===== config.mk =====
export PLATFORM = sky130hd
export DESIGN_NAME = vsd_top
export DESIGN_NICKNAME = d
export VERILOG_FILES = /design/src/vsd_pkg.sv /design/src/vsd_demux.sv /design/src/vsd_sync_dly.sv /design/src/vsd_top.sv
export SDC_FILE = /design/constraint.sdc
export NUM_CORES = 1
export LEC_CHECK = 0
export BUFFER_PORTS_ARGS = -buffer_cell sky130_fd_sc_hd__buf_2
export CORE_MARGIN = 4
export CORE_UTILIZATION = 30
export CTS_CLUSTER_SIZE = 16
export DETAILED_ROUTE_END_ITERATION = 10
export HOLD_SLACK_MARGIN = 0.1
export SYNTH_ARGS = -nofsm -noshare
export SYNTH_HDL_FRONTEND = slang
export SYNTH_HIERARCHICAL = 1
export SYNTH_SLANG_ARGS = --single-unit

===== constraint.sdc =====
create_clock -name sys_clk -period 7.35 [get_ports sys_clk]
set_input_delay 1.47 -clock sys_clk [delete_from_list [all_inputs] [get_ports sys_clk]]
set_output_delay 1.47 -clock sys_clk [all_outputs]
set_load 0.02 [all_outputs]

===== src/vsd_pkg.sv =====
// Constants, register map and types shared by the video sync front end.
// Assumes a 20 MHz system clock; the cycle counts below derive from it.
package vsd_pkg;

    typedef enum logic [1:0] {
        VSD_M_VSYNC,
        VSD_M_FIELD,
        VSD_M_FRAME_WORD,
        VSD_M_LINE_WORD
    } vsd_mode_t;

    typedef enum logic [1:0] {VSD_IDLE, VSD_LOCKED, VSD_LOST} vsd_lock_t;

    localparam int VSD_DW = 16;
    localparam logic [7:0] VSD_ADDR_CTRL = 8'h00;
    localparam logic [7:0] VSD_ADDR_CMD = 8'h04;
    localparam logic [7:0] VSD_ADDR_STAT = 8'h08;

    localparam int VSD_CTRL_MODE = 0;
    localparam int VSD_CTRL_FREE = 2;
    localparam int VSD_CTRL_KEEP = 3;
    localparam int VSD_CTRL_POLV = 4;
    localparam int VSD_CTRL_POLH = 5;
    localparam int VSD_CTRL_SIA = 6;
    localparam int VSD_CTRL_FULL = 8;
    localparam int VSD_CTRL_W = 9;
    localparam logic [8:0] VSD_CTRL_RST = 9'h000;
    localparam int VSD_CMD_SOFT = 0;

    localparam int VSD_STAT_LOCK = 0;
    localparam int VSD_STAT_LOST = 1;
    localparam int VSD_STAT_HERR = 2;
    localparam int VSD_STAT_FIELD = 3;

    localparam int VSD_CLK_NS = 50;
    localparam int VSD_LINE_NS = 64000;
    localparam int VSD_LINE_CYC = VSD_LINE_NS / VSD_CLK_NS;
    localparam int VSD_HS_NS = 4700;
    localparam int VSD_HS_CYC = VSD_HS_NS / VSD_CLK_NS;
    localparam int VSD_FRAME_LINES = 625;
    localparam int VSD_FIELD_LINES = 313;
    localparam int VSD_MISS_MAX = 3;
    localparam int VSD_ERR_RUN = 2;

    localparam logic [7:0] VSD_TRS_ONE = 8'hFF;
    localparam logic [7:0] VSD_TRS_ZERO = 8'h00;
    localparam logic [7:0] VSD_C_LO = 8'h10;
    localparam logic [7:0] VSD_C_HI = 8'hF0;
    localparam logic [7:0] VSD_Y_HI = 8'hEB;
    localparam logic [7:0] VSD_SUB_LO = 8'h01;
    localparam logic [7:0] VSD_SUB_HI = 8'hFE;

endpackage


===== src/vsd_demux.sv =====
// Splits the multiplexed byte stream into Cb, Y and Cr with range limiting.
// phase_start marks the byte that is a Cb sample; active marks active video.
`timescale 1ns/1ns
module vsd_demux import vsd_pkg::*; (
    input wire logic sys_clk,
    input wire logic srst,
    input wire logic [7:0] din,
    input wire logic phase_start,
    input wire logic active,
    input wire logic full_range,
    output logic [7:0] cb_q,
    output logic [7:0] cr_q,
    output logic [7:0] y_q,
    output logic y_stb_q
);
    logic [1:0] phase_q, phase_d, role;
    logic [7:0] cb_d, cr_d, y_d;

    function automatic logic [7:0] limit(input logic [7:0] x, input logic [7:0] hi, input logic full,
                                         input logic act);
        if (full) begin
            // Extreme codes only replaced inside active video
            if (act && x == 8'h00) return VSD_SUB_LO;
            if (act && x == 8'hFF) return VSD_SUB_HI;
            return x;
        end
        if (x > hi) return hi;
        if (x < VSD_C_LO) return VSD_C_LO;
        return x;
    endfunction

    always_comb begin
        role = phase_start ? 2'h0 : phase_q;
        phase_d = role + 2'h1;
        cb_d = cb_q;
        cr_d = cr_q;
        y_d = y_q;
        unique case (role)
            2'h0: cb_d = limit(din, VSD_C_HI, full_range, active);
            2'h2: cr_d = limit(din, VSD_C_HI, full_range, active);
            default: y_d = limit(din, VSD_Y_HI, full_range, active);
        endcase
    end

    always_ff @(posedge sys_clk) begin
        if (srst) begin
            phase_q <= 2'h0;
            cb_q <= VSD_C_LO;
            cr_q <= VSD_C_LO;
            y_q <= VSD_C_LO;
            y_stb_q <= 1'b0;
        end else begin
            phase_q <= phase_d;
            cb_q <= cb_d;
            cr_q <= cr_d;
            y_q <= y_d;
            y_stb_q <= role[0];
        end
    end

    property p_ylim;
        @(posedge sys_clk) disable iff (srst)
        y_stb_q && !$past(full_range) |-> y_q >= VSD_C_LO && y_q <= VSD_Y_HI;
    endproperty
    a_ylim: assert property (p_ylim) else $error("luma outside limited range");

    property p_clim;
        @(posedge sys_clk) disable iff (srst)
        !full_range && !phase_start && phase_q == 2'h2 |=> cr_q >= VSD_C_LO && cr_q <= VSD_C_HI;
    endproperty
    a_clim: assert property (p_clim) else $error("chroma outside limited range");

    property p_full;
        @(posedge sys_clk) disable iff (srst)
        full_range && active && phase_start && din == 8'hFF |=> cb_q == VSD_SUB_HI;
    endproperty
    a_full: assert property (p_full) else $error("code FF not replaced");

    c_full: cover property (@(posedge sys_clk) disable iff (srst) full_range && y_stb_q && y_q == VSD_SUB_LO);
endmodule


===== src/vsd_sync_dly.sv =====
// Programmable 0..3 cycle delay for the incoming sync levels.
// Input is already synchronised to sys_clk.
`timescale 1ns/1ns
module vsd_sync_dly import vsd_pkg::*; #(
    parameter int W = 2
) (
    input wire logic sys_clk,
    input wire logic srst,
    input wire logic [W-1:0] din,
    input wire logic [1:0] sel,
    output logic [W-1:0] dout
);
    logic [W-1:0] tap_q [3];
    logic [W-1:0] tap_d [3];

    always_comb begin
        tap_d[0] = din;
        for (int i = 1; i < 3; i++) begin
            tap_d[i] = tap_q[i-1];
        end
        dout = (sel == 2'h0) ? din : tap_q[sel - 2'h1];
    end

    always_ff @(posedge sys_clk) begin
        if (srst) begin
            for (int i = 0; i < 3; i++) begin
                tap_q[i] <= '0;
            end
        end else begin
            tap_q <= tap_d;
        end
    end

    property p_dly2;
        @(posedge sys_clk) disable iff (srst)
        (sel == 2'h2) && $past(sel) == 2'h2 && $past(sel, 2) == 2'h2 |-> dout == $past(din, 2);
    endproperty
    a_dly2: assert property (p_dly2) else $error("sync delay of two cycles wrong");
endmodule


===== src/vsd_top.sv =====
// Slave sync and input demultiplexer front end of a video encoder.
// Assumes pins are asynchronous to sys_clk; register port is synchronous.
// How it works
// VSYNC edge plus HSYNC gives frame lock
// Source supplies HSYNC alongside VSYNC
// HSYNC only input, classifies field parity
// First byte after active sync is Cb
// Syncs delayed zero to three cycles
// Field flag fall in EAV gives syncs
// First flag fall starts sync and encoding
// Three missed frame checks lose lock
// Free-run keeps syncs, resyncs on flag
// Sync-keep blackens line, keeps syncs
// Otherwise black video, no syncs
// Two successive word errors set status
// Line-word mode drives syncs, line-locked
// Early sync restarts, late sync waits
// Only one frame sync edge counts
// Stream split into Cb, Cr, Y
// Chroma clamped to 16..240
// Luma clamped to 16..235
// Full range replaces only 00, FF
// Timing words decoded from raw bytes
// Preamble FF 00 00, fourth byte flags
// Frame counter predicts next flag
//
// Decided for this implementation: the register addresses and the plain strobed port.
`timescale 1ns/1ns
module vsd_top import vsd_pkg::*; #(
    parameter int FRAME_CYC = VSD_LINE_CYC * VSD_FRAME_LINES
) (
    input wire logic sys_clk,
    input wire logic srst,
    input wire logic [7:0] reg_addr,
    input wire logic [VSD_DW-1:0] reg_wdata,
    input wire logic reg_wr,
    input wire logic reg_rd,
    output logic [VSD_DW-1:0] reg_rdata,
    input wire logic [7:0] pix_i,
    input wire logic field_parity_sync_i,
    input wire logic hsync_i,
    output logic field_parity_sync_o,
    output logic field_parity_sync_oe_n,
    output logic hsync_o,
    output logic hsync_oe_n,
    output logic encode_en,
    output logic active_black,
    output logic sync_tip_en,
    output logic [7:0] cb_o,
    output logic [7:0] cr_o,
    output logic [7:0] y_o,
    output logic y_stb
);
    localparam int FCW = $clog2(FRAME_CYC);
    localparam logic [10:0] SAMP_LAST = 11'(VSD_LINE_CYC - 1);
    localparam logic [9:0] LINE_LAST = 10'(VSD_FRAME_LINES - 1);

    ////////////////////////////////////////////////////////////////////////////
    // Pin capture and embedded word decode
    logic [9:0] meta_q, sync2_q;
    logic [1:0] dly_sync;
    logic [7:0] pix, xy;
    logic [7:0] w_q [3];
    logic [7:0] w_d [3];
    logic fs_prev_q, fs_prev_d, f_prev_q, f_prev_d, sav_q, sav_d, act_q, act_d;
    logic [1:0] err_run_q, err_run_d;
    logic trs, herr, f_bit, v_bit, h_bit, fs_edge, hs_act, f_fall, frame_ev, line_ev, herr_set;
    logic [VSD_CTRL_W-1:0] ctrl_q;
    vsd_mode_t mode;
    logic polv, polh, free_run, keep, word_mode;

    assign pix = sync2_q[9:2];
    assign mode = vsd_mode_t'(ctrl_q[VSD_CTRL_MODE +: 2]);
    assign free_run = ctrl_q[VSD_CTRL_FREE];
    assign keep = ctrl_q[VSD_CTRL_KEEP];
    assign polv = ctrl_q[VSD_CTRL_POLV];
    assign polh = ctrl_q[VSD_CTRL_POLH];
    assign word_mode = (mode == VSD_M_FRAME_WORD) || (mode == VSD_M_LINE_WORD);

    vsd_sync_dly #(.W(2)) u_dly (
        .sys_clk(sys_clk),
        .srst(srst),
        .din(sync2_q[1:0]),
        .sel(ctrl_q[VSD_CTRL_SIA +: 2]),
        .dout(dly_sync)
    );

    always_comb begin
        w_d[0] = pix;
        w_d[1] = w_q[0];
        w_d[2] = w_q[1];
        // Decoded from raw bytes, never from the limited stream
        xy = pix;
        trs = w_q[2] == VSD_TRS_ONE && w_q[1] == VSD_TRS_ZERO && w_q[0] == VSD_TRS_ZERO;
        f_bit = xy[6];
        v_bit = xy[5];
        h_bit = xy[4];
        herr = !xy[7] || xy[3:0] != {v_bit ^ h_bit, f_bit ^ h_bit, f_bit ^ v_bit, f_bit ^ v_bit ^ h_bit};
        err_run_d = err_run_q;
        if (trs) err_run_d = herr ? ((err_run_q == 2'(VSD_ERR_RUN)) ? err_run_q : err_run_q + 2'h1) : 2'h0;
        herr_set = trs && herr && err_run_q == 2'(VSD_ERR_RUN - 1);
        f_fall = trs && !herr && h_bit && !f_bit && f_prev_q;
        f_prev_d = (trs && !herr && h_bit) ? f_bit : f_prev_q;
        line_ev = trs && !herr && h_bit;
        sav_d = trs && !herr && !h_bit;
        act_d = sav_d ? 1'b1 : (trs ? 1'b0 : act_q);
        fs_prev_d = dly_sync[1];
        fs_edge = (dly_sync[1] == polv) && (fs_prev_q != polv);
        hs_act = dly_sync[0] == polh;
        unique case (mode)
            VSD_M_VSYNC: frame_ev = fs_edge && hs_act;
            VSD_M_FIELD: frame_ev = fs_edge;
            default: frame_ev = f_fall;
        endcase
    end

    always_ff @(posedge sys_clk) begin
        // First stage is read only by the second
        meta_q <= {pix_i, field_parity_sync_i, hsync_i};
        sync2_q <= meta_q;
        if (srst) begin
            for (int i = 0; i < 3; i++) begin
                w_q[i] <= 8'h00;
            end
            fs_prev_q <= 1'b0;
            f_prev_q <= 1'b0;
            sav_q <= 1'b0;
            act_q <= 1'b0;
            err_run_q <= 2'h0;
        end else begin
            w_q <= w_d;
            fs_prev_q <= fs_prev_d;
            f_prev_q <= f_prev_d;
            sav_q <= sav_d;
            act_q <= act_d;
            err_run_q <= err_run_d;
        end
    end

    ////////////////////////////////////////////////////////////////////////////
    // Frame lock and line timing
    vsd_lock_t st_q, st_d;
    logic [FCW-1:0] cnt_q, cnt_d;
    logic [1:0] miss_q, miss_d;
    logic [10:0] samp_q, samp_d;
    logic [9:0] line_q, line_d;
    logic field_q, field_d, run_q, run_d, restart, wrap, line_start, soft_q;

    always_comb begin
        st_d = st_q;
        miss_d = miss_q;
        run_d = run_q;
        restart = 1'b0;
        cnt_d = (cnt_q == '0) ? FCW'(FRAME_CYC - 1) : cnt_q - 1'b1;
        unique case (st_q)
            VSD_IDLE: begin
                cnt_d = '0;
                if (frame_ev) begin
                    st_d = VSD_LOCKED;
                    run_d = 1'b1;
                    restart = 1'b1;
                end
            end
            VSD_LOCKED: begin
                if (mode == VSD_M_LINE_WORD) begin
                    restart = frame_ev;
                end else if (cnt_q == '0) begin
                    if (frame_ev) begin
                        miss_d = 2'h0;
                        restart = 1'b1;
                    end else if (miss_q == 2'(VSD_MISS_MAX - 1)) begin
                        st_d = VSD_LOST;
                        miss_d = 2'h0;
                    end else begin
                        miss_d = miss_q + 2'h1;
                    end
                end
            end
            VSD_LOST: begin
                if (frame_ev) begin
                    st_d = VSD_LOCKED;
                    restart = 1'b1;
                end
            end
            default: st_d = VSD_IDLE;
        endcase
        if (restart) cnt_d = FCW'(FRAME_CYC - 1);
        wrap = (mode == VSD_M_LINE_WORD) ? line_ev : samp_q == SAMP_LAST;
        line_start = restart || (run_q && wrap);
        samp_d = samp_q;
        if (line_start) samp_d = 11'h000;
        else if (run_q && samp_q != SAMP_LAST) samp_d = samp_q + 11'h001;
        line_d = line_q;
        if (restart) line_d = 10'h000;
        else if (line_start) line_d = (line_q == LINE_LAST) ? 10'h000 : line_q + 10'h001;
        field_d = field_q;
        if (mode == VSD_M_LINE_WORD) field_d = line_ev ? f_bit : field_q;
        else if (line_d == 10'h000) field_d = 1'b0;
        else if (line_d == 10'(VSD_FIELD_LINES)) field_d = 1'b1;
        if (soft_q) begin
            st_d = VSD_IDLE;
            run_d = 1'b0;
            miss_d = 2'h0;
        end
    end

    always_ff @(posedge sys_clk) begin
        if (srst) begin
            st_q <= VSD_IDLE;
            cnt_q <= '0;
            miss_q <= 2'h0;
            samp_q <= 11'h000;
            line_q <= 10'h000;
            field_q <= 1'b0;
            run_q <= 1'b0;
        end else begin
            st_q <= st_d;
            cnt_q <= cnt_d;
            miss_q <= miss_d;
            samp_q <= samp_d;
            line_q <= line_d;
            field_q <= field_d;
            run_q <= run_d;
        end
    end

    ////////////////////////////////////////////////////////////////////////////
    // Register port and pin outputs
    logic [VSD_CTRL_W-1:0] ctrl_d;
    logic [VSD_DW-1:0] rdata_q, rdata_d;
    logic herr_q, herr_d, soft_d, lost_nf, sync_on;
    logic hs_q, hs_d, fs_q, fs_d, hs_oe_n_q, hs_oe_n_d, fs_oe_n_q, fs_oe_n_d;
    logic enc_q, blk_q, blk_d, tip_q;

    always_comb begin
        ctrl_d = ctrl_q;
        soft_d = 1'b0;
        herr_d = herr_q;
        if (reg_wr && reg_addr == VSD_ADDR_CTRL) ctrl_d = reg_wdata[VSD_CTRL_W-1:0];
        if (reg_wr && reg_addr == VSD_ADDR_CMD) soft_d = reg_wdata[VSD_CMD_SOFT];
        if (reg_wr && reg_addr == VSD_ADDR_STAT && reg_wdata[VSD_STAT_HERR]) herr_d = 1'b0;
        // Set after the status-write clear so a fresh error is not lost to it
        if (herr_set) herr_d = 1'b1;
        if (soft_q) herr_d = 1'b0;
        rdata_d = '0;
        if (reg_rd && reg_addr == VSD_ADDR_CTRL) rdata_d[VSD_CTRL_W-1:0] = ctrl_q;
        if (reg_rd && reg_addr == VSD_ADDR_STAT) begin
            rdata_d[VSD_STAT_LOCK] = st_q == VSD_LOCKED;
            rdata_d[VSD_STAT_LOST] = st_q == VSD_LOST;
            rdata_d[VSD_STAT_HERR] = herr_q;
            rdata_d[VSD_STAT_FIELD] = field_q;
        end
        lost_nf = st_q == VSD_LOST && !free_run;
        sync_on = run_q && !(lost_nf && !keep);
        hs_d = (sync_on && samp_q < 11'(VSD_HS_CYC)) ? polh : !polh;
        fs_d = sync_on && field_q;
        hs_oe_n_d = mode == VSD_M_VSYNC;
        fs_oe_n_d = !word_mode;
        blk_d = !run_q || lost_nf;
    end

    always_ff @(posedge sys_clk) begin
        if (srst) begin
            ctrl_q <= VSD_CTRL_RST;
            soft_q <= 1'b0;
            herr_q <= 1'b0;
            rdata_q <= '0;
            hs_q <= 1'b1;
            fs_q <= 1'b0;
            hs_oe_n_q <= 1'b1;
            fs_oe_n_q <= 1'b1;
            enc_q <= 1'b0;
            blk_q <= 1'b1;
            tip_q <= 1'b0;
        end else begin
            ctrl_q <= ctrl_d;
            soft_q <= soft_d;
            herr_q <= herr_d;
            rdata_q <= rdata_d;
            hs_q <= hs_d;
            fs_q <= fs_d;
            hs_oe_n_q <= hs_oe_n_d;
            fs_oe_n_q <= fs_oe_n_d;
            enc_q <= run_q;
            blk_q <= blk_d;
            tip_q <= sync_on;
        end
    end

    vsd_demux u_demux (
        .sys_clk(sys_clk),
        .srst(srst),
        .din(pix),
        .phase_start(word_mode ? sav_q : line_start),
        .active(word_mode ? act_q : run_q),
        .full_range(ctrl_q[VSD_CTRL_FULL]),
        .cb_q(cb_o),
        .cr_q(cr_o),
        .y_q(y_o),
        .y_stb_q(y_stb)
    );

    assign reg_rdata = rdata_q;
    assign hsync_o = hs_q;
    assign hsync_oe_n = hs_oe_n_q;
    assign field_parity_sync_o = fs_q;
    assign field_parity_sync_oe_n = fs_oe_n_q;
    assign encode_en = enc_q;
    assign active_black = blk_q;
    assign sync_tip_en = tip_q;

    property p_lock;
        @(posedge sys_clk) disable iff (srst) st_q == VSD_IDLE && frame_ev && !soft_q |=> run_q ##1 enc_q;
    endproperty
    a_lock: assert property (p_lock) else $error("no start at first frame event");
    property p_lose;
        @(posedge sys_clk) disable iff (srst)
        st_q == VSD_LOCKED && mode != VSD_M_LINE_WORD && cnt_q == '0 && !frame_ev && miss_q == 2'h2 && !soft_q
        |=> st_q == VSD_LOST;
    endproperty
    a_lose: assert property (p_lose) else $error("lock not lost on third miss");
    property p_resync;
        @(posedge sys_clk) disable iff (srst) st_q == VSD_LOST && frame_ev && !soft_q |=> st_q == VSD_LOCKED;
    endproperty
    a_resync: assert property (p_resync) else $error("no resync after loss");
    property p_keep;
        @(posedge sys_clk) disable iff (srst) run_q && lost_nf && keep |=> blk_q && tip_q;
    endproperty
    a_keep: assert property (p_keep) else $error("sync-keep behaviour wrong");
    property p_mute;
        @(posedge sys_clk) disable iff (srst) lost_nf && !keep |=> hs_q == !$past(polh) && !fs_q && !tip_q;
    endproperty
    a_mute: assert property (p_mute) else $error("syncs not suppressed");
    property p_hsin;
        @(posedge sys_clk) disable iff (srst) mode == VSD_M_VSYNC [*2] |-> hsync_oe_n;
    endproperty
    a_hsin: assert property (p_hsin) else $error("hsync driven in vsync mode");
    property p_herr;
        @(posedge sys_clk) disable iff (srst) herr_set && !soft_q |=> herr_q;
    endproperty
    a_herr: assert property (p_herr) else $error("word error status not set");
    property p_early;
        @(posedge sys_clk) disable iff (srst) mode == VSD_M_LINE_WORD && run_q && line_ev |=> samp_q == 11'h000;
    endproperty
    a_early: assert property (p_early) else $error("early line sync not honoured");
    property p_late;
        @(posedge sys_clk) disable iff (srst)
        mode == VSD_M_LINE_WORD && run_q && samp_q == SAMP_LAST && !line_ev && !frame_ev |=> samp_q == SAMP_LAST;
    endproperty
    a_late: assert property (p_late) else $error("sample counter did not wait");
    property p_edge;
        @(posedge sys_clk) disable iff (srst) mode == VSD_M_FIELD && frame_ev
        |-> dly_sync[1] == polv && $past(dly_sync[1]) != polv;
    endproperty
    a_edge: assert property (p_edge) else $error("wrong frame sync edge used");

    c_lock: cover property (@(posedge sys_clk) disable iff (srst) st_q == VSD_IDLE ##1 st_q == VSD_LOCKED);
    c_lost: cover property (@(posedge sys_clk) disable iff (srst) st_q == VSD_LOST);
    c_resync: cover property (@(posedge sys_clk) disable iff (srst) st_q == VSD_LOST ##1 st_q == VSD_LOCKED);
    c_herr: cover property (@(posedge sys_clk) disable iff (srst) herr_set);
endmodule

Word-level counts from Yosys, hierarchy flattened
Index checks and enable logic that the tools add are counted.

Output and inout port bits: 48. Input bits: 38. Register bits: 164. Logic and storage cells: 255.

$lt $le $gt $ge: 5. Multiplexer cells: 103. Reduce and logical (&&, ||, !) cells: 65. Add/subtract/negate cells: 7. Bitwise operators: 8. Equal/unequal tests: 28.

Operator list (count): $mux 8 (26); $mux 20 (3); $mux 1 (52); $logic_not 8->1 (4); $mux 10 (3); $logic_and 1x1->1 (26); $mux 2 (13); $logic_not 20->1 (1); $sub 20x1->20 const B (1); $eq 8x8->1 const B (2); $gt 8x8->1 const B (2); $eq 2x2->1 const B (6); $ne 2x2->1 const B (6); $reduce_or 2->1 (6); $add 11x1->11 const B (1); $eq 11x11->1 const B (1); $lt 11x7->1 const B (1); $ne 11x11->1 const B (1); $add 10x1->10 const B (1); $eq 10x10->1 const B (1); $eq 10x9->1 const B (1); $logic_not 1->1 (10); $logic_not 10->1 (1); $eq 8x3->1 const B (1); 25 further kinds (46).

Longest topological paths before layout
Gate-level depths: netlist of run 1.

Depth after elaboration: 31. Depth in mapped cells: 16.

By module
Netlist of run 1, hierarchy kept.

By module, submodules not included: vsd_top (cells an instance 544, seq. area each 2482.4 um^2, instances 1, area each 5097.4 um^2); vsd_demux (cells an instance 122, seq. area each 540.5 um^2, instances 1, area each 1128.6 um^2); vsd_sync_dly (cells an instance 22, seq. area each 120.1 um^2, instances 1, area each 246.5 um^2).

Least setup slack after synthesis of run 1
OpenSTA, ideal clock, no wires.

Kind: reg-to-reg. From: register ctrl_q[6]. To: register u_demux.cb_q[4]. Arrival time: 3.388 ns. Path buffers: 1. Clock period less this slack: 3.507 ns. Cell stages (with the launch flop): 16. Slack: 3.843 ns. Path through: dfxtp_1 -> inv_1 -> ha_1 -> mux2_2 -> a221o_1 -> xnor2_1 -> nor2_1 -> a211oi_1 -> o21ai_2 -> nand2_1 -> mux2_2 -> nor2b_1 -> clkinv_1 -> ha_1 -> clkbuf_1 -> a211o_1.

Elaborated cells on any way between the ends: 20.

RTL lines: start, declared (line vsd_top.sv:68) `logic [VSD_CTRL_W-1:0] ctrl_q;`; start signal, assigned (line vsd_top.sv:276) `ctrl_q <= ctrl_d;`; $sub 2x1->2 (line vsd_sync_dly.sv:21) `dout = (sel == 2'h0) ? din : tap_q[sel - 2'h1];`; $not 2->3 (not written as such) (line vsd_sync_dly.sv:21); $bmux 2 s2 (line vsd_sync_dly.sv:21); $mux 2 (not written as such) (2 in series) (line vsd_sync_dly.sv:21); $mux 2 * (line vsd_sync_dly.sv:21); net dly_sync[0] (line vsd_top.sv:61) `logic [1:0] dly_sync;`; $eq 1x1->1 * (line vsd_top.sv:109) `hs_act = dly_sync[0] == polh;`; $logic_and 1x1->1 * (line vsd_top.sv:111) `VSD_M_VSYNC: frame_ev = fs_edge && hs_act;`; $pmux 1 s2 * (line vsd_top.sv:110) `unique case (mode)`; $mux 1 (line vsd_top.sv:158, vsd_top.sv:168, vsd_top.sv:180); $mux 1 (line vsd_top.sv:167) `end else if (cnt_q == '0) begin`; $mux 1 (line vsd_top.sv:165) `if (mode == VSD_M_LINE_WORD) begin`; $pmux 1 s2 * (line vsd_top.sv:155) `unique case (st_q)`; $logic_or 1x1->1 * (line vsd_top.sv:189) `line_start = restart || (run_q && wrap);`; $mux 1 * (line vsd_top.sv:294) `.phase_start(word_mode ? sav_q : line_start),`; $mux 2 * (line vsd_demux.sv:33) `role = phase_start ? 2'h0 : phase_q;`; $logic_not 2->1 *; end signal, assigned (line vsd_demux.sv:48) `cb_q <= VSD_C_LO;`; end signal, assigned (line vsd_demux.sv:54) `cb_q <= cb_d;`; end, declared (line vsd_demux.sv:11) `output logic [7:0] cb_q,`.

Mark *: on every way through the listed nets, which the timed path passes. The rest lies on a longest branch. The select of a mux whose other input is x is not followed. A chain may end at the register's enable or synchronous reset.

Final worst setup path of run 1
From: register ctrl_q[6]. To: register u_demux.cb_q[1].

The elaborated chain is that of the path after synthesis.

==> results of run 1 <==
cell type report:
type                            count  area [um^2]
Antenna cell                        1         2.50
Clock buffer                       19          443
Clock inverter                     13          105
Fill cell                        2137        13600
Inverter                           11         41.3
Multi-Input combinational cell    489         3130
Sequential cell                   157         3140
Tap cell                          275          344
Timing Repair Buffer               72          363
logic make-up (layout without fill, tap and decap cells):
logic type / count (synthesis) / count (layout) / share of synthesized area
AOI/OAI and AO/OA: 86 / 86 / 0.0943
xor gates and xnor gates: 39 / 39 / 0.0528
adders and majority gates: 10 / 10 / 0.0193
buffers and inverters: 48 / 115 / 0.0346
DFF: 157 / 157 / 0.486
muxes: 30 / 30 / 0.0493
other: 1 / 8 / 0.000579
and+or+nand+nor: 317 / 317 / 0.263
stage by stage:
stage	cells	power [W]	hold slack [ns]	setup WS [ns]	cell area, um^2
2_1_floorplan	694	0.00105	0.310	3.84	6490
3_3_place_gp	1004	0.00109	0.310	2.56	7020
3_5_place_dp	1004	0.00109	0.313	2.56	7020
4_1_cts	1036	0.00191	0.329	2.53	7570
5_1_grt	1037	0.00198	0.339	2.16	7570
6_report	1037	0.00189	0.327	2.57	7570
registers in the layout (all words and copies together), names as in the netlist, 9 cells and up:
| signal | count |
|---|---|
| sync2_q | 10 |
| line_q | 10 |
| reg_rdata | 9 |
| meta_q | 10 |
| cnt_q | 20 |
| samp_q | 11 |
| ctrl_q | 9 |
| w_d | 16 |
power groups by stage:
| stage | clock [W] | sequential [W] | combinational [W] |
|---|---|---|---|
| after floorplan | 0 | 0.000929 | 0.000121 |
| after global placement | 0 | 0.000921 | 0.000171 |
| after detailed placement | 0 | 0.000922 | 0.000172 |
| after CTS | 0.000839 | 0.000903 | 0.000173 |
| after global routing | 0.000878 | 0.000906 | 0.000192 |
| final | 0.000814 | 0.000903 | 0.000171 |
Yosys cell counts, drive strengths merged, types with 3 or more instances:
master    n  share of area
a211o     5         0.0068
a211oi    7         0.0089
a21oi    16          0.013
a31oi     3         0.0029
a32o      6         0.0093
and2     12          0.012
and3      8         0.0077
buf      14          0.015
clkbuf   23          0.013
dfxtp   157           0.49
ha       10          0.019
inv      10         0.0058
mux2      5         0.0087
mux2i    24          0.037
nand2    39          0.023
nand2b   16          0.015
nand3    12         0.0093
nand3b    5         0.0058
nand4    12          0.012
nor2     99          0.058
nor2b    46          0.044
nor3     19          0.017
nor3b     5         0.0066
nor4     14          0.015
nor4b     3         0.0064
o21a      4         0.0046
o21ai    22          0.018
o21bai    3         0.0035
or2       5         0.0048
or3      10         0.0097
or4       3         0.0041
xnor2    17          0.023
xor2     22          0.030
layout by cell type, fill, tap and decap left out, drive strengths merged, types with 10 or more instances in the layout:
cell / netlist / final
xnor2: 17 / 17
buf: 14 / 72
xor2: 22 / 22
nand2b: 16 / 16
a21oi: 16 / 16
nor2: 99 / 99
nor2b: 46 / 46
o21ai: 22 / 22
mux2i: 24 / 24
or3: 10 / 10
clkbuf: 23 / 19
nor4: 14 / 14
ha: 10 / 10
dfxtp: 157 / 157
nand4: 12 / 12
and2: 12 / 12
inv: 10 / 16
nor3: 19 / 19
nand3: 12 / 12
nand2: 39 / 39
worst max-delay path: stages, from the launching register on:
cell,delay (ns)
sky130_fd_sc_hd__dfxtp_1,0.40
sky130_fd_sc_hd__inv_1,0.06
sky130_fd_sc_hd__ha_1,0.35
sky130_fd_sc_hd__mux2_2,0.35
sky130_fd_sc_hd__a221o_1,0.30
sky130_fd_sc_hd__xnor2_1,0.13
sky130_fd_sc_hd__nor2_1,0.09
sky130_fd_sc_hd__a211oi_1,0.09
sky130_fd_sc_hd__o21ai_2,0.35
sky130_fd_sc_hd__nand2_1,0.22
sky130_fd_sc_hd__mux2_2,0.35
sky130_fd_sc_hd__nor2b_1,0.63
sky130_fd_sc_hd__clkinv_1,0.48
sky130_fd_sc_hd__ha_1,0.49
sky130_fd_sc_hd__nor2_1,0.25
sky130_fd_sc_hd__a32o_1,0.15
worst min-delay path by stage:
stage / startpoint / cells after the start / slack, ns / to
after floorplan: meta_q[0]$_DFF_P_ / 0 / 0.31 / sync2_q[0]$_DFF_P_
after global placement: meta_q[8]$_DFF_P_ / 0 / 0.31 / sync2_q[8]$_DFF_P_
after detailed placement: meta_q[6]$_DFF_P_ / 0 / 0.31 / sync2_q[6]$_DFF_P_
after CTS: meta_q[6]$_DFF_P_ / 0 / 0.33 / sync2_q[6]$_DFF_P_
after global routing: meta_q[7]$_DFF_P_ / 0 / 0.34 / sync2_q[7]$_DFF_P_
final: meta_q[8]$_DFF_P_ / 0 / 0.33 / sync2_q[8]$_DFF_P_
metal layers:
layer | share of wire | track usage | vias up
li1 | - | - | 2486
met1 | 0.48 | 0.153 | 2242
met5 | 0.0019 | 0 | -
met3 | 0.050 | 0.0381 | 17
met2 | 0.45 | 0.185 | 92
met4 | 0.014 | 0.0404 | 4
==> run metrics, run 1 <==
number of placement rows=between 50 and 60; Core Footprint=21200 um^2; Sink Count=157; aggregate negative setup slack=0 ns; H-tree levels=4; Syn Std Cell Area=6470 um^2; sort of element at the end of the critical path=flip-flop; last weighted congestion value of the routability-driven placer=0.789; switching share of total power=0.259; number of distinct standard cells referenced by the synthesized netlist=73; sequential area share after synthesis=0.486; Congestion Overflow GR=0; clock root buffer master=sky130_fd_sc_hd__clkbuf_16; vertical extent of the die=155 um; result of the run=finished clean; Post-CTS Repair Setup Buffers=0; average footprint of a synthesized cell=~9.4 um^2; WP data required=7.72 ns; internal power=0.00140 W; final hold viol count=0; Global Route Usage Sum=0.118; share of cells above drive strength 1=0.171; Peak supply drop=between 0.15 and 0.2 mV; die width=155 um; type of origin of the critical path=flip-flop; last element of the critical path=u_demux/cb_q[1]$_SDFFE_PP0N_; Fin Clk Skew=0.0139 ns; leakage dissipation=3.00 nW; fraction of registers with async set or reset after synthesis=0; relative contribution of sequential cells to total power=0.478; timing-limited maximum frequency=209 MHz; clock share of power=0.431; later-pin clock latency in the skew report=approximately 0.43 ns; EDFF count, synth=0; # resized after CTS=0; antenna viol nets, final=0; worst slew pin tran=~1.0 ns; pin count of the biggest net entering global routing=75; Synth Warn #=6; highest net fanout along the worst path=11; Net Sw Power=~0.0005 W; drt drc=0; initial standard-cell utilization of the core=0.306; setup repair after global routing missed its margin=false; max-cap violation count=0; depth of the most critical reg-to-reg path=15; number of setup violations in the final report=0; number of detailed-route iterations in the first pass=5; proportion of power drawn by combinational gates=0.091; terminus of the critical flop-to-flop path=u_demux/cb_q[1]$_SDFFE_PP0N_; pwr/cell area=249 nW/um^2; Die Area=roughly 24000 um^2; cts-stage hold buffer count=0; mean number of vias per cell=4.67; Final Routed Wirelength=13.7 mm; number of global-route vias before repair=4622; number of buffers inserted during clock tree synthesis=17; clock slew at reported path FFs=0.07 ns; worst flop-to-flop path startpoint=ctrl_q[6]$_SDFFE_PP0P_; Reg2Reg Setup Slack=2.57 ns; number of port buffers=71; relative slew slack=0.309; core utilization of the finished layout=0.358; # IOs=86; count of pins over their slew limit=0; worst-case clock buffer depth=2; post-layout minimum cycle time=4.78 ns; final worst-path cycle share=0.650; DP HPWL=9.56 mm; gate count after technology mapping=688; post-synthesis register bit count=roughly 160; wire length of the first global-routing pass=23.1 mm; initial antenna violation count=3; Area growth syn-to-layout=17.0%; count of vias placed by the detailed router=slightly below 5k; class of the most critical hold timing path=reg -> reg; CP arrival=5.15 ns; Iter 0 DRT Violations=241; start point of the critical path=ctrl_q[6]$_SDFFE_PP0P_; Wirelength per Cell=13.2 um; CTS tree=built; net total in the final layout=796; critical path start-end classification=reg -> reg; top flip-flop cell by instance count after synthesis=sky130_fd_sc_hd__dfxtp_1
No activity file was read; power rests on OpenSTA's default activity.
==> inputs of run 2 (changes only) <==
clock period = 4.9 ns   (was 7.35 ns; I/O delays follow)
==> run 2 against run 1 <==
Maximum frequency is 16% higher. Global-route usage is 0.087 points lower. Count of clock-buffer cells in the layout stayed put. Register-to-register slack worse by 1.8 ns. Die area stayed put. Via count is 0.14% lower. Routed wire length is 0.68% lower. Design area is 0.50% higher. Worst setup slack worse by 1.8 ns.
==> run metrics, run 2 (synthesis gave the netlist of run 1 again) <==
Sink Count=157 (unchanged); clock root buffer master=sky130_fd_sc_hd__clkbuf_16 (unchanged); critical path cell sequence=inv_1, ha_1, mux2_2, a221o_1, xnor2_1, nor2_1, a211oi_1, o21ai_2, nand2_1, mux2_2, nor2b_1, clkinv_1, ha_1, nor2_1, a32o_1 (unchanged); H-tree levels=4 (unchanged); leakage dissipation=3.01 nW (was 3.00 nW); dpl cell area=7030 um^2 (was 7020 um^2); CP arrival=4.47 ns (was 5.15 ns); timing-limited maximum frequency=244 MHz (was 209 MHz); power consumption=0.00290 W (was 0.00189 W); worst setup slack after layout=0.797 ns (was 2.57 ns); Post-CTS Repair Setup Buffers=0 (unchanged); initial antenna violation count=1 (was 3); number of flip-flops under the largest register name=20 (unchanged); slowest cell on the critical path=sky130_fd_sc_hd__ha_1 (was sky130_fd_sc_hd__nor2b_1); initial standard-cell utilization of the core=0.306 (unchanged); Congestion Overflow GR=0 (unchanged); share of cells above drive strength 1=0.173 (was 0.171); result of the run=finished clean (unchanged); pin count of the biggest net entering global routing=47 (was 75); Fin Clk Skew=0.00933 ns (was 0.0139 ns); Peak supply drop=0.255 mV (was 0.160 mV); # IOs=86 (unchanged); count of inserted antenna diode cells=0 (was 1); Die Area=24000 um^2 (unchanged); worst slew pin tran=1.04 ns (was 1.03 ns); max-cap violation count=0 (unchanged); mean number of vias per cell=4.66 (was 4.67); number of detailed-route iterations in the first pass=4 (was 5); count of vias placed by the detailed router=4834 (was 4841); critical path start-end classification=reg -> reg (unchanged); Wirelength per Cell=13.1 um (was 13.2 um); die width=155 um (unchanged); number of setup violations in the final report=0 (unchanged); count of non-filler cells in the finished layout=1037 (unchanged); worst-case clock buffer depth=2 (unchanged); Iter 0 DRT Violations=264 (was 241); wire length of the first global-routing pass=22.9 mm (was 23.1 mm); metal2 WL=6.23 mm (was 6.16 mm); class of the most critical hold timing path=reg -> reg (unchanged); Core Footprint=21200 um^2 (unchanged); M1 wire length=6.70 mm (was 6.64 mm); type of origin of the critical path=flip-flop (unchanged); drt drc=0 (unchanged); post-layout minimum cycle time=4.10 ns (was 4.78 ns); WP data required=5.27 ns (was 7.72 ns); final worst-path cycle share=0.837 (was 0.650); routed wl met3=561 um (was 681 um); Area growth syn-to-layout=17.6% (was 17.0%); final hold viol count=0 (unchanged); Largest stage delay, worst path=0.47 ns (was 0.63 ns); # resized after CTS=0 (unchanged); cts-stage hold buffer count=0 (unchanged); highest net fanout along the worst path=11 (unchanged); last weighted congestion value of the routability-driven placer=0.805 (was 0.789); vertical extent of the die=155 um (unchanged); relative slew slack=0.306 (was 0.309); clock slew at reported path FFs=0.07 ns (about the same); number of placement rows=53 (unchanged); count of placed standard cells including taps=1005 (was 1004); Global Route Usage Sum=0.117 (was 0.118); count of pins over their slew limit=0 (unchanged); cell area after layout=7610 um^2 (was 7570 um^2); CTS tree=built (unchanged); Final Routed Wirelength=13.6 mm (was 13.7 mm); commonest non-fill, non-tap cell in the layout=sky130_fd_sc_hd__dfxtp_1 (unchanged); net total in the final layout=797 (was 796); pwr/cell area=380 nW/um^2 (was 249 nW/um^2); antenna viol nets, final=0 (unchanged); DR top layer=met5 (unchanged); later-pin clock latency in the skew report=0.42 ns (was 0.43 ns); sort of element at the end of the critical path=flip-flop (unchanged); commonest cells after routing, fill and taps aside=sky130_fd_sc_hd__dfxtp_1, sky130_fd_sc_hd__nor2_1, sky130_fd_sc_hd__buf_2 (unchanged); aggregate negative setup slack=0 ns (unchanged); DP HPWL=9.60 mm (was 9.56 mm); number of global-route vias before repair=4602 (was 4622); number of buffers inserted during clock tree synthesis=17 (unchanged); number of port buffers=71 (unchanged); setup repair after global routing missed its margin=false (unchanged); register with the highest flop count=cnt_q (unchanged); Post-Place Worst Slack=0.812 ns (was 2.56 ns)
run 2: through the flow:
stage	utilization	hold WS (ns)
after floorplan	-	0.310
after global placement	0.332	0.310
after detailed placement	0.332	0.312
after CTS	0.360	0.328
after global routing	0.360	0.335
final	0.360	0.326
run 2: routing by layer:
layer  vias to the layer above  GRT usage
li1                       2487          -
met1                      2260      0.157
met2                        76      0.181
met3                         9     0.0353
met4                         2     0.0366
met5                         -          0
run 2: path summary, 6_finish.rpt:
path / start / end / slack (ns) / cells past startpoint
max: ctrl_q[6]$_SDFFE_PP0P_ / u_demux/cb_q[1]$_SDFFE_PP0N_ / 0.80 / 15
min: meta_q[7]$_DFF_P_ / sync2_q[7]$_DFF_P_ / 0.33 / 0
min reg2reg: meta_q[7]$_DFF_P_ / sync2_q[7]$_DFF_P_ / 0.33 / 0
max reg2reg: ctrl_q[6]$_SDFFE_PP0P_ / u_demux/cb_q[1]$_SDFFE_PP0N_ / 0.80 / 15
run 2: critical path: cells and delay by family, from the launching register on:
kind,cells,cell delay (ns)
buf+inv,2,0.33
xor+xnor,1,0.13
compound gates,4,0.94
flops,1,0.41
mux,2,0.70
simple gates,4,0.73
fa+ha+maj,2,0.81
run 2: power breakdown:
part,total [W],internal [W],switching (W)
sequential,0.00135,0.00132,0.0000324
clock,0.00128,0.000737,0.000548
combinational,0.000258,0.000106,0.000152
total,0.00290,0.00216,0.000732
run 2: cell type report:
cell class / instances / area (um^2)
clock inverter: 13 / 128
fill: 2128 / 13500
inverter: 11 / 41.3
sequential: 157 / 3140
clock buffer: 19 / 453
multi-input combinational: 489 / 3130
timing repair buffer: 73 / 370
tap: 275 / 344
